[src/sefh_defs.vh]
// Constants for the stepper encoder feedback and homing block
`ifndef SEFH_DEFS_VH
`define SEFH_DEFS_VH
`define SEFH_A_CTRL      8'h00
`define SEFH_A_CFG       8'h04
`define SEFH_A_CMD       8'h08
`define SEFH_A_PRESET    8'h0C
`define SEFH_A_STATUS    8'h10
`define SEFH_A_MPOS      8'h14
`define SEFH_A_EPOS      8'h18
`define SEFH_A_PERR      8'h1C
`define SEFH_A_CURR      8'h20
`define SEFH_A_CPR       8'h24
// CTRL fields
`define SEFH_C_ENC_EN    0
`define SEFH_C_STALL_EN  1
`define SEFH_C_HYB_EN    2
`define SEFH_C_GEARING   3
`define SEFH_C_EARLY_REV 4
// CFG fields
`define SEFH_F_IDLE_LSB  0
`define SEFH_F_GAIN_LSB  8
`define SEFH_F_RUN_LSB   16
`define SEFH_F_HGAIN_LSB 24
// CMD codes in bits 2:0; bit 3 carries hybrid enable, applied only when bit 4 is set
`define SEFH_CMD_NONE    3'h0
`define SEFH_CMD_REL     3'h1
`define SEFH_CMD_ABS     3'h2
`define SEFH_CMD_HOME_P  3'h3
`define SEFH_CMD_HOME_N  3'h4
`define SEFH_CMD_STOP    3'h5
`define SEFH_CMD_PRE_M   3'h6
`define SEFH_CMD_PRE_E   3'h7
`define SEFH_CMD_HYB_BIT 3
`define SEFH_CMD_HYB_UPD 4
// STATUS bits
`define SEFH_S_BUSY      0
`define SEFH_S_HOMED     1
`define SEFH_S_STALL     2
`define SEFH_S_LAG       3
`define SEFH_S_CFG_ERR   4
`define SEFH_S_CMD_ERR   5
`define SEFH_S_DIR       6
// Reset values
`define SEFH_RST_CFG     32'h1005_6419
`define SEFH_RST_CPR     16'h1000
// Limits
`define SEFH_GAIN_MIN    7'd1
`define SEFH_GAIN_MAX    7'd80
`define SEFH_GAIN_EARLY  7'd40
`define SEFH_PCT_MAX     7'd100
`define SEFH_STEP_FAST   16'd250
`define SEFH_STEP_SLOW   16'd2500
`define SEFH_STALL_TICKS 16'd40000
`define SEFH_UPD_TICKS   16'd125
`endif

[src/sefh_quad.v]
// X4 quadrature decoder with signed 24-bit position counter
`timescale 1ns/1ns
module sefh_quad #(
    parameter W = 24
) (
    input  wire         clk,
    input  wire         rst,
    input  wire         ce,
    input  wire         enc_a,
    input  wire         enc_b,
    input  wire         clr,
    input  wire         load,
    input  wire [W-1:0] load_val,
    output reg  [W-1:0] pos,
    output reg          moved
);
    reg  [1:0] ab_r;
    wire [1:0] ab = {enc_a, enc_b};
    // Gray order 00,01,11,10 forward; Z is deliberately not an input here
    wire fwd = (ab_r == 2'b00 && ab == 2'b01) || (ab_r == 2'b01 && ab == 2'b11) ||
               (ab_r == 2'b11 && ab == 2'b10) || (ab_r == 2'b10 && ab == 2'b00);
    wire rev = (ab_r == 2'b00 && ab == 2'b10) || (ab_r == 2'b10 && ab == 2'b11) ||
               (ab_r == 2'b11 && ab == 2'b01) || (ab_r == 2'b01 && ab == 2'b00);

    always @(posedge clk or posedge rst) begin
        if (rst) begin
            ab_r  <= 2'b00;
            pos   <= {W{1'b0}};
            moved <= 1'b0;
        end else if (ce) begin
            ab_r  <= ab;
            moved <= fwd | rev;
            if (clr)
                pos <= {W{1'b0}};
            else if (load)
                pos <= load_val;
            else if (fwd)
                pos <= pos + {{(W-1){1'b0}}, 1'b1};
            else if (rev)
                pos <= pos - {{(W-1){1'b0}}, 1'b1};
        end
    end
endmodule

[src/sefh_top.v]
// Encoder feedback, stall detection, hybrid current and homing core with APB
//
// The implementer's own choices: the APB register port and the register addresses.
`timescale 1ns/1ns
`include "sefh_defs.vh"
module sefh_top #(
    parameter PW = 24
) (
    input  wire          CLK_SYS,
    input  wire          RST,
    input  wire          CE,
    input  wire          PSEL,
    input  wire          PENABLE,
    input  wire          PWRITE,
    input  wire [7:0]    PADDR,
    input  wire [31:0]   PWDATA,
    output reg  [31:0]   PRDATA,
    output reg           PREADY,
    output reg           PSLVERR,
    input  wire          ENC_A,
    input  wire          ENC_B,
    input  wire          ENC_Z,
    input  wire          HOME_IN,
    output reg           STEP_OUT,
    output reg           DIR_CW,
    output reg  [7:0]    CURRENT_PEAK,
    output reg           CURRENT_IDLE
);
    // -----------------------------------------------------------------
    // Registers
    // -----------------------------------------------------------------
    reg  [4:0]    ctrl_r;
    reg  [31:0]   cfg_r;
    reg  [PW-1:0] preset_r;
    reg  [PW-1:0] target_r;
    reg  [15:0]   cpr_r;
    reg  [6:0]    st_r;
    reg  [PW-1:0] mpos_r;
    reg  [1:0]    state_r;
    reg           hyb_r;
    reg  [15:0]   div_r;
    reg  [15:0]   stall_cnt_r;
    reg  [15:0]   upd_cnt_r;
    reg  [7:0]    cur_r;
    reg           slow_r;
    reg  [PW-1:0] perr_r;
    reg           home_q_r;

    localparam ST_IDLE = 2'd0;
    localparam ST_MOVE = 2'd1;
    localparam ST_HOME = 2'd2;

    wire          acc   = PSEL & PENABLE & PREADY;
    wire          wr    = acc & PWRITE;
    wire [2:0]    opc   = PWDATA[2:0];
    wire          cmd_w = wr && PADDR == `SEFH_A_CMD;
    wire [6:0]    idle_pct = cfg_r[`SEFH_F_IDLE_LSB +: 7];
    wire [6:0]    gain  = cfg_r[`SEFH_F_GAIN_LSB +: 7];
    wire [7:0]    run_i = cfg_r[`SEFH_F_RUN_LSB +: 8];
    wire [7:0]    hgain = cfg_r[`SEFH_F_HGAIN_LSB +: 8];
    wire [PW-1:0] epos;
    wire          enc_moved;
    wire          moving = state_r != ST_IDLE;
    // Only a fresh sensor edge at low rate ends the search, not the one that slowed it
    wire          home_done = state_r == ST_HOME && slow_r && HOME_IN && !home_q_r;

    // Preset value must fit a signed 24-bit range; wider words are refused
    wire [7:0]    pw_hi = PWDATA[31:24];
    wire          pw_ok = (pw_hi == 8'h00 && !PWDATA[23]) ||
                          (pw_hi == 8'hFF && PWDATA[23]);

    // Gain window 1..80, and early hardware stops at 40
    wire gain_bad = gain < `SEFH_GAIN_MIN || gain > `SEFH_GAIN_MAX ||
                    (ctrl_r[`SEFH_C_EARLY_REV] && gain > `SEFH_GAIN_EARLY);
    wire idle_bad = idle_pct > `SEFH_PCT_MAX;

    // Commanded minus encoder when clockwise, encoder minus commanded otherwise (cpr equals steps/turn)
    wire [PW-1:0] err_raw = DIR_CW ? mpos_r - epos : epos - mpos_r;
    wire          err_pos = !err_raw[PW-1];
    wire [PW-1:0] eighth  = {{(PW-16){1'b0}}, 3'b000, cpr_r[15:3]};
    wire [PW-1:0] full    = {{(PW-16){1'b0}}, cpr_r};
    wire          lag45   = err_pos && err_raw > eighth;
    wire          lag360  = err_pos && err_raw > full;

    sefh_quad #(
        .W (PW)
    ) u_quad (
        .clk      (CLK_SYS),
        .rst      (RST),
        .ce       (CE),
        .enc_a    (ENC_A),
        .enc_b    (ENC_B),
        .clr      (home_done && ctrl_r[`SEFH_C_ENC_EN]),
        .load     (cmd_w && opc == `SEFH_CMD_PRE_E && !moving),
        .load_val (preset_r),
        .pos      (epos),
        .moved    (enc_moved)
    );

    // -----------------------------------------------------------------
    // APB slave, one wait-free access phase
    // -----------------------------------------------------------------
    always @(posedge CLK_SYS or posedge RST) begin
        if (RST) begin
            PREADY   <= 1'b0;
            PSLVERR  <= 1'b0;
            PRDATA   <= 32'h0000_0000;
            ctrl_r   <= 5'h00;
            cfg_r    <= `SEFH_RST_CFG;
            preset_r <= {PW{1'b0}};
            cpr_r    <= `SEFH_RST_CPR;
        end else if (CE) begin
            PREADY  <= PSEL & ~PENABLE;
            PSLVERR <= 1'b0;
            if (PSEL & ~PENABLE) begin
                PSLVERR <= PADDR > `SEFH_A_CPR || PADDR[1:0] != 2'b00 ||
                           (PWRITE && PADDR == `SEFH_A_PRESET && !pw_ok);
                case (PADDR)
                    `SEFH_A_CTRL:   PRDATA <= {27'h0, ctrl_r};
                    `SEFH_A_CFG:    PRDATA <= cfg_r;
                    `SEFH_A_PRESET: PRDATA <= {{(32-PW){preset_r[PW-1]}}, preset_r};
                    `SEFH_A_STATUS: PRDATA <= {25'h0, st_r};
                    `SEFH_A_MPOS:   PRDATA <= {{(32-PW){mpos_r[PW-1]}}, mpos_r};
                    `SEFH_A_EPOS:   PRDATA <= {{(32-PW){epos[PW-1]}}, epos};
                    `SEFH_A_PERR:   PRDATA <= {{(32-PW){perr_r[PW-1]}}, perr_r};
                    `SEFH_A_CURR:   PRDATA <= {24'h0, cur_r};
                    `SEFH_A_CPR:    PRDATA <= {16'h0, cpr_r};
                    default:        PRDATA <= 32'h0000_0000;
                endcase
            end
            if (wr) begin
                case (PADDR)
                    `SEFH_A_CTRL:   ctrl_r <= PWDATA[4:0];
                    `SEFH_A_CFG:    cfg_r  <= PWDATA;
                    `SEFH_A_PRESET: if (pw_ok) preset_r <= PWDATA[PW-1:0];
                    `SEFH_A_CPR:    cpr_r  <= PWDATA[15:0];
                    default:        ;
                endcase
            end
        end
    end

    // -----------------------------------------------------------------
    // Motion sequencer
    // -----------------------------------------------------------------
    always @(posedge CLK_SYS or posedge RST) begin
        if (RST) begin
            state_r     <= ST_IDLE;
            st_r        <= 7'h00;
            mpos_r      <= {PW{1'b0}};
            target_r    <= {PW{1'b0}};
            hyb_r       <= 1'b0;
            div_r       <= 16'h0000;
            stall_cnt_r <= 16'h0000;
            slow_r      <= 1'b0;
            home_q_r    <= 1'b0;
            STEP_OUT    <= 1'b0;
            DIR_CW      <= 1'b1;
        end else if (CE) begin
            STEP_OUT <= 1'b0;
            home_q_r <= HOME_IN;
            st_r[`SEFH_S_CFG_ERR] <= gain_bad | idle_bad;
            // Hybrid enable may be changed on the fly, or inside a start command
            if (wr && PADDR == `SEFH_A_CTRL)
                hyb_r <= PWDATA[`SEFH_C_HYB_EN];
            if (cmd_w && PWDATA[`SEFH_CMD_HYB_UPD])
                hyb_r <= PWDATA[`SEFH_CMD_HYB_BIT];
            // Stall error and lag are cleared by a new command; a same-cycle trip wins
            if (cmd_w) begin
                st_r[`SEFH_S_STALL]   <= 1'b0;
                st_r[`SEFH_S_LAG]     <= 1'b0;
                st_r[`SEFH_S_CMD_ERR] <= 1'b0;
            end
            case (state_r)
                ST_IDLE: begin
                    stall_cnt_r <= 16'h0000;
                    if (cmd_w) begin
                        case (opc)
                            `SEFH_CMD_REL: begin
                                target_r <= mpos_r + preset_r;
                                DIR_CW   <= !preset_r[PW-1];
                                state_r  <= ST_MOVE;
                            end
                            `SEFH_CMD_ABS: begin
                                // Absolute needs a defined home
                                if (st_r[`SEFH_S_HOMED]) begin
                                    target_r <= preset_r;
                                    DIR_CW   <= $signed(preset_r) >= $signed(mpos_r);
                                    state_r  <= ST_MOVE;
                                end else begin
                                    st_r[`SEFH_S_CMD_ERR] <= 1'b1;
                                end
                            end
                            `SEFH_CMD_HOME_P, `SEFH_CMD_HOME_N: begin
                                DIR_CW  <= opc == `SEFH_CMD_HOME_P;
                                slow_r  <= 1'b0;
                                state_r <= ST_HOME;
                            end
                            `SEFH_CMD_PRE_M: begin
                                mpos_r <= preset_r;
                                st_r[`SEFH_S_HOMED] <= 1'b1;
                            end
                            default: ;
                        endcase
                    end
                end
                ST_MOVE, ST_HOME: begin
                    if (div_r == 16'h0000) begin
                        div_r <= slow_r || state_r == ST_MOVE ?
                                 `SEFH_STEP_SLOW : `SEFH_STEP_FAST;
                        if (state_r == ST_MOVE && mpos_r == target_r) begin
                            state_r <= ST_IDLE;
                        end else begin
                            STEP_OUT <= 1'b1;
                            mpos_r   <= DIR_CW ? mpos_r + {{(PW-1){1'b0}}, 1'b1}
                                               : mpos_r - {{(PW-1){1'b0}}, 1'b1};
                        end
                    end else begin
                        div_r <= div_r - 16'h0001;
                    end
                    // Home first seen at speed: fall to low rate and finish there
                    if (state_r == ST_HOME && HOME_IN && !slow_r)
                        slow_r <= 1'b1;
                    if (home_done) begin
                        mpos_r  <= {PW{1'b0}};
                        st_r[`SEFH_S_HOMED] <= 1'b1;
                        state_r <= ST_IDLE;
                    end
                    // Encoder silence watchdog during motion
                    if (enc_moved || !ctrl_r[`SEFH_C_STALL_EN])
                        stall_cnt_r <= 16'h0000;
                    else if (stall_cnt_r != `SEFH_STALL_TICKS)
                        stall_cnt_r <= stall_cnt_r + 16'h0001;
                    if (ctrl_r[`SEFH_C_STALL_EN] && !ctrl_r[`SEFH_C_GEARING] &&
                        (stall_cnt_r == `SEFH_STALL_TICKS || (hyb_r && lag45))) begin
                        st_r[`SEFH_S_STALL] <= 1'b1;
                        state_r <= ST_IDLE;
                    end
                    // Lag flag only without stall detection; move keeps running
                    if (hyb_r && lag360 && !ctrl_r[`SEFH_C_STALL_EN])
                        st_r[`SEFH_S_LAG] <= 1'b1;
                    if (cmd_w && opc == `SEFH_CMD_STOP)
                        state_r <= ST_IDLE;
                end
                default: state_r <= ST_IDLE;
            endcase
            st_r[`SEFH_S_BUSY] <= moving;
            st_r[`SEFH_S_DIR]  <= DIR_CW;
        end
    end

    // -----------------------------------------------------------------
    // Current control
    // -----------------------------------------------------------------
    // Idle uses a "to" fraction of running current, reported as peak
    wire [14:0] idle_prod = {7'h00, run_i} * {8'h00, idle_pct};
    wire [14:0] idle_quo  = idle_prod / 15'h0064;
    wire [7:0]  idle_i    = idle_quo[7:0];
    // Correction step is hybrid gain times stiffness gain, capped at 255
    wire [15:0] step_mul  = {8'h00, hgain} * {9'h000, gain};
    wire [7:0]  corr      = |step_mul[15:8] ? 8'hFF : step_mul[7:0];

    always @(posedge CLK_SYS or posedge RST) begin
        if (RST) begin
            upd_cnt_r    <= 16'h0000;
            cur_r        <= 8'h00;
            perr_r       <= {PW{1'b0}};
            CURRENT_PEAK <= 8'h00;
            CURRENT_IDLE <= 1'b1;
        end else if (CE) begin
            upd_cnt_r <= upd_cnt_r == `SEFH_UPD_TICKS ? 16'h0000 : upd_cnt_r + 16'h0001;
            if (upd_cnt_r == `SEFH_UPD_TICKS) begin
                perr_r <= err_raw;
                if (!moving) begin
                    cur_r <= idle_i;
                end else if (!hyb_r) begin
                    cur_r <= run_i;
                end else if (err_pos && err_raw != {PW{1'b0}}) begin
                    // Lagging: push current up, capped at running level
                    cur_r <= ({1'b0, cur_r} + {1'b0, corr} > {1'b0, run_i}) ?
                             run_i : cur_r + corr;
                end else begin
                    // Keeping up: ease down toward the least that still moves
                    cur_r <= cur_r > corr ? cur_r - corr : 8'h01;
                end
            end
            CURRENT_PEAK <= cur_r;
            CURRENT_IDLE <= !moving;
        end
    end
endmodule

[config.mk]
export PLATFORM = sky130hd
export DESIGN_NAME = sefh_top
export DESIGN_NICKNAME = d
export VERILOG_FILES = /design/src/sefh_quad.v /design/src/sefh_top.v
export VERILOG_INCLUDE_DIRS = /design/src
export SDC_FILE = /design/constraint.sdc
export NUM_CORES = 1
export LEC_CHECK = 0
export BUFFER_PORTS_ARGS = -buffer_cell sky130_fd_sc_hd__clkbuf_2
export CAP_MARGIN = 10
export CORE_MARGIN = 5
export CORE_UTILIZATION = 69
export CTS_CLUSTER_DIAMETER = 200
export DETAILED_ROUTE_END_ITERATION = 16
export PLACE_DENSITY = 0.91
export SETUP_SLACK_MARGIN = 0.5
export SKIP_CTS_REPAIR_TIMING = 1
export SKIP_LAST_GASP = 1
export SLEW_MARGIN = 40
export SYNTH_ARGS = -nofsm -noshare
export SYNTH_HDL_FRONTEND = slang
export SYNTH_HIERARCHICAL = 1
export SYNTH_SLANG_ARGS = --single-unit
[constraint.sdc]
create_clock -name CLK_SYS -period 18.65 [get_ports CLK_SYS]
set_input_delay 0.9325 -clock CLK_SYS [delete_from_list [all_inputs] [get_ports CLK_SYS]]
set_output_delay 0.9325 -clock CLK_SYS [all_outputs]
set_load 0.005 [all_outputs]
==> metrics.txt, run 1 <==
status=finished, final reports clean; peak supply drop=0.129 mV; CTS tree=built; slowest stage delay, CP=0.75 ns; Final Power=3.89 mW; clock transition at the registers of the reported paths=0.06 ns; DP HPWL=62,200 um; shortest period the worst path allows=9.95 ns; sw frac=0.472; crit end category=flip-flop; Overflow after GRT=0; Ys Warns=6; port bufs=93; Flop pwr share=0.228; Site Rows=72; number of synthesized register bits=289; Die Area=42,800 sq um; Final Setup Violations=0; Final WS setup=8.70 ns; CP max-delay cell=dfstp_2; Area contributors post-synth=dfrtp_1 (26%), ha_1 (12%), fa_1 (4.9%); initial antenna violation count=1; mean number of vias per cell=6.80; Total Wirelength=84,400 um; Leakage=13.7 nW; M1 WL=32,400 um; max cap viols=0; Post-Place Worst Slack=8.89 ns; kind of critical path=flip-flop to flip-flop; Die Span Y=207 um; Hold WC Path Type=flip-flop to flip-flop; clock skew=0.0396 ns; post-synth top area share=0.259; Remaining DRCs=0; Top Layer Used=met5; placed insts=3,617; Placement Cell Area=27,600 sq um; Post-synth ARST share=1.00; design area=28,900 sq um; RD Place Congestion=0.998; IO Pins=95; post-layout util=0.750; Slew headroom=0.439; Layout area overhead=7.86%; Core ar.=38,500 sq um; Max Slew Vio Count=0; Clk pwr share=0.193; CTS Buf Count=36; ys flop type=dfrtp_1; Syn Area/Cell=8.60 sq um; antenna fix cells=0; Starting Density=0.696; Die Wd=207 um; power density of the placed cells=135 nW/um^2; post-synthesis sequential area ratio=0.271; Least-Margin Pin Slew=0.840 ns; most used cell, CP=fa_1; CTS Sinks=289; vias in the first global route=24,900; H-tree Lvls=2; startpoint types=flip-flop; Netlist cell types=119; cells after synthesis=3,113; post-route clock period utilization=0.534; Worst EP required=19.14 ns; RSZ-0062 raised after global routing=false; clk_lat worst skew=0.57 ns; Layout Nets=3,518; Mapped Area=26,800 sq um; GRT Total Usage=0.393; worst path arrival time=10.44 ns; Initial DRT Pass Iterations=8; crit-path max FO=16; Net Count, Synth=3,494; met3 routed WL=8210 um; first-pass GRT wire length=134,000 um; share of layout cells above drive strength 1=0.113; Max Buffers Root-to-Sink=3; met2 routed WL=38,200 um; EDFF count, synth=0; minimum hold slack=0.471 ns; Hold Vio Cnt, Final=0; leading area contributor after synthesis=dfrtp_1; largest net degree at the start of global routing=132; wire length per cell=22.9 um; Final Non-Filler Cells=3,683; combinational power share=0.579; clk root buf=clkbuf_16; Setup TNS Final=0 ns; antenna-violating nets left=0; Int Pwr=2.05 mW; Vias=25,000; NetSw=1.83 mW; Fmax=100 MHz; iteration-0 DRC count of the detailed router=2,902
-- cell type report --
type,instances,area [sq um]
multi-input combinational,2459,18200
clock buffer,49,1010
inverter,235,895
clock inverter,17,256
tap,518,648
timing repair buffer,116,653
sequential,289,7250
fill,2741,9610
-- power groups by stage --
stage	Clock (mW)	Combinational [mW]	Sequential, mW
final	0.751	2.25	0.885
after global routing	0.780	2.47	0.887
after CTS	0.754	2.19	0.877
after detailed placement	0	2.16	0.887
after global placement	0	2.08	0.881
after floorplan	0	1.65	0.807
-- path summary, 6_finish.rpt --
path / slack [ns] / depth (start not counted) / endpoint / start
setup / recovery: 8.70 / 31 / cur_r[0]$_DFFE_PP0P_ / cfg_r[16]$_DFFE_PP1P_
hold / removal: 0.47 / 2 / perr_r[18]$_DFFE_PP0P_ / perr_r[18]$_DFFE_PP0P_
setup reg to reg: 8.70 / 31 / cur_r[0]$_DFFE_PP0P_ / cfg_r[16]$_DFFE_PP1P_
hold reg to reg: 0.47 / 2 / perr_r[18]$_DFFE_PP0P_ / perr_r[18]$_DFFE_PP0P_
max in group asynchronous: 16.96 / 3 / target_r[19]$_DFFE_PP0P_ / RST
min in group asynchronous: 0.53 / 2 / perr_r[17]$_DFFE_PP0P_ / RST
-- metal layers --
| layer | global-route usage | vias to the layer above |
|---|---|---|
| met5 | 0 | - |
| met4 | 0.210 | 2 |
| li1 | - | 11100 |
| met1 | 0.501 | 12000 |
| met3 | 0.0884 | 381 |
| met2 | 0.629 | 1491 |
-- sequential cells by signal, summed over array words and instances, names as in the netlist, 2 cells and up, named ones only --
register / flops
CURRENT_PEAK: 8
PRDATA: 32
cfg_r: 32
cpr_r: 16
ctrl_r: 5
cur_r: 8
div_r: 16
mpos_r: 24
perr_r: 24
preset_r: 24
st_r: 6
stall_cnt_r: 16
state_r: 2
target_r: 24
u_quad/ab_r: 2
u_quad/pos: 24
upd_cnt_r: 16
-- cells by family after synthesis --
kind of cell,share of synthesized area
flip-flops,0.271
AO/OA/AOI/OAI,0.224
multiplexers,0.0513
XOR/XNOR,0.0602
AND/OR/NAND/NOR,0.167
buffers and inverters,0.0528
adder cells (fa/ha/maj),0.174
-- worst max-delay path, delay by kind of cell (launching register included) --
family / cells / cell delay, ns
compound gates: 14 / 4.20
xor+xnor: 1 / 0.22
fa+ha+maj: 5 / 2.54
buf+inv: 3 / 0.16
flops: 1 / 0.75
mux: 1 / 0.23
simple gates: 7 / 1.77
-- cell usage in the layout, fill, tap and decap left out, types with 31 or more instances in the layout --
| cell | instances |
|---|---|
| nand2_1 | 299 |
| dfrtp_1 | 277 |
| ha_1 | 266 |
| inv_1 | 232 |
| a21oi_1 | 223 |
| o21ai_0 | 215 |
| nor2_1 | 201 |
| xnor2_1 | 112 |
| and2_1 | 103 |
| clkbuf_2 | 93 |
| mux2_2 | 83 |
| a21o_1 | 78 |
| xor2_1 | 65 |
| fa_1 | 65 |
| nand3_1 | 54 |
| nand4_1 | 49 |
| mux2i_1 | 41 |
| o21bai_1 | 38 |
| clkbuf_16 | 36 |
| nor3_1 | 35 |
| nand2b_1 | 35 |
| a22oi_1 | 32 |
| a31oi_1 | 32 |
| o22ai_1 | 31 |
-- synth_stat cells, types with 78 or more instances --
cell type,count
dfrtp_1,277
xnor2_1,112
nor2_1,203
o21ai_0,215
and2_1,103
mux2_2,83
a21oi_1,224
ha_1,266
clkbuf_1,102
inv_1,234
nand2_1,301
a21o_1,78
No activity file was read; power rests on OpenSTA's default activity.
==> run 2, diff against run 1 <==
--- a/config.mk
+++ b/config.mk
@@ -9,10 +9,10 @@
 export BUFFER_PORTS_ARGS = -buffer_cell sky130_fd_sc_hd__clkbuf_2
 export CAP_MARGIN = 10
 export CORE_MARGIN = 5
-export CORE_UTILIZATION = 69
+export CORE_UTILIZATION = 64
 export CTS_CLUSTER_DIAMETER = 200
 export DETAILED_ROUTE_END_ITERATION = 16
-export PLACE_DENSITY = 0.91
+export PLACE_DENSITY = 0.86
 export SETUP_SLACK_MARGIN = 0.5
 export SKIP_CTS_REPAIR_TIMING = 1
 export SKIP_LAST_GASP = 1
==> constraint.sdc (replaced) <==
create_clock -name CLK_SYS -period 10 [get_ports CLK_SYS]
set_input_delay 0.5 -clock CLK_SYS [delete_from_list [all_inputs] [get_ports CLK_SYS]]
set_output_delay 0.5 -clock CLK_SYS [all_outputs]
set_load 0.005 [all_outputs]
==> metrics.txt, run 2 (synthesized netlist as in run 1, its figures left out) <==
Remaining DRCs=0; Final Power=7.24 mW; clk root buf=clkbuf_16; design area=29,200 sq um; met2 routed WL=37,800 um; largest net degree at the start of global routing=116; commonest non-fill, non-tap cell in the layout=nand2_1; vias in the first global route=24,400; port bufs=93; Slew headroom=0.429; Layout Nets=3,540; mean number of vias per cell=6.67; slowest stage delay, CP=0.70 ns; Overflow after GRT=0; crit end category=flip-flop; Placement Cell Area=27,600 sq um; Core ar.=41,700 sq um; H-tree Lvls=2; Layout area overhead=9.06%; share of layout cells above drive strength 1=0.126; iteration-0 DRC count of the detailed router=2,711; Starting Density=0.642; Top Layer Used=met4; CTS tree=built; register area=7250 sq um; multi-input logic area=18,300 sq um; IO Pins=95; RD Place Congestion=1.00; Vias=24,900; M1 WL=32,300 um; clk_lat worst skew=0.58 ns; CP max-delay cell=dfstp_2; CTS Sinks=289; Total Wirelength=83,200 um; Die Span Y=214 um; RSZ-0062 raised after global routing=true; CTS Buf Count=36; post-layout util=0.700; met3 routed WL=7580 um; Least-Margin Pin Slew=0.854 ns; Hold Vio Cnt, Final=0; Max Buffers Root-to-Sink=3; Hold WC Path Type=input pin to asynchronous set/reset pin; Final Setup Violations=0; Initial DRT Pass Iterations=8; fill count=3,225; wire length per cell=22.3 um; first-pass GRT wire length=132,000 um; largest registers=PRDATA: 32 flops, cfg_r: 32 flops; Max Slew Vio Count=0; startpoint types=flip-flop; post-route clock period utilization=0.915; most used cell, CP=fa_1; initial antenna violation count=1; Site Rows=75; max cap viols=0; shortest period the worst path allows=9.15 ns; status=finished, final reports clean; Die Area=46,000 sq um; Fmax=109 MHz; DP HPWL=61,900 um; antenna-violating nets left=0; commonest non-fill, non-tap cells in the layout=nand2_1 (297), dfrtp_1 (275), ha_1 (265); crit-path max FO=11; power density of the placed cells=248 nW/um^2; GRT Total Usage=0.349; worst path arrival time=9.58 ns; clock transition at the registers of the reported paths=0.06 ns; peak supply drop=0.207 mV; Worst EP required=10.43 ns; clock skew=0.0304 ns; Die Wd=214 um; Setup TNS Final=0 ns; Leakage=13.9 nW; kind of critical path=flip-flop to flip-flop
[run 2: changes by cell type in the layout (fill, tap and decap cells not counted), moves of 3 or more]
cell,delta
a211oi_1,-3
clkinv_8,+4
clkinvlp_4,+3
buf_4,+21
a211oi_2,+3
clkbuf_8,+3
inv_6,-4
[run 2: worst paths after layout]
| kind | startpoint | endpoint | slack [ns] | cells past startpoint |
|---|---|---|---|---|
| min in group CLK_SYS | PWDATA[22] | cfg_r[22]$_DFFE_PP0P_ | 0.20 | 2 |
| worst max register to register | cfg_r[18]$_DFFE_PP1P_ | cur_r[0]$_DFFE_PP0P_ | 0.85 | 32 |
| worst min register to register | perr_r[16]$_DFFE_PP0P_ | perr_r[16]$_DFFE_PP0P_ | 0.47 | 2 |
| worst max-delay path | cfg_r[18]$_DFFE_PP1P_ | cur_r[0]$_DFFE_PP0P_ | 0.85 | 32 |
| max in group asynchronous | RST | cpr_r[1]$_DFFE_PP0P_ | 8.72 | 3 |
| worst min-delay path | RST | mpos_r[16]$_DFFE_PP0P_ | 0.06 | 2 |
[run 2: stage by stage]
stage / instances / worst slack, ns / hold WS [ns]
2_1_floorplan: 3113 / 1.57 / 0.437
3_3_place_gp: 3635 / 0.671 / 0.449
3_5_place_dp: 3638 / 0.288 / 0.456
4_1_cts: 3703 / 0.279 / 0.0572
5_1_grt: 3725 / 0.422 / 0.116
6_report: 3726 / 0.852 / 0.0578
[run 2: where the power goes]
| group | internal [mW] | switching, mW | leakage, nW |
|---|---|---|---|
| Sequential | 1.32 | 0.327 | 3.84 |
| Clock | 0.807 | 0.562 | 0.591 |
| Combinational | 1.65 | 2.57 | 9.43 |
| Total | 3.78 | 3.46 | 13.9 |
[run 2: cell type report]
cell class | count | share of cell area
Tap cell | 539 | 0.0231
Antenna cell | 1 | 0.0000857
Multi-Input combinational cell | 2460 | 0.628
Sequential cell | 289 | 0.248
Inverter | 235 | 0.0307
Clock buffer | 50 | 0.0354
Timing Repair Buffer | 137 | 0.0282
Clock inverter | 15 | 0.00665
[run 2: critical path: cells and delay by family (launching register included)]
kind / cells / cell delay (ns)
adders and majority gates: 6 / 2.78
and+or+nand+nor: 6 / 1.59
buffers and inverters: 5 / 0.51
DFF: 1 / 0.70
xor gates and xnor gates: 1 / 0.24
AOI/OAI and AO/OA: 14 / 3.17
[run 2: per-layer routing]
metal,vias to the layer above,GRT usage
li1,11200,-
met1,11900,0.447
met2,1405,0.557
met3,377,0.0627
met4,0,0.203
met5,-,0
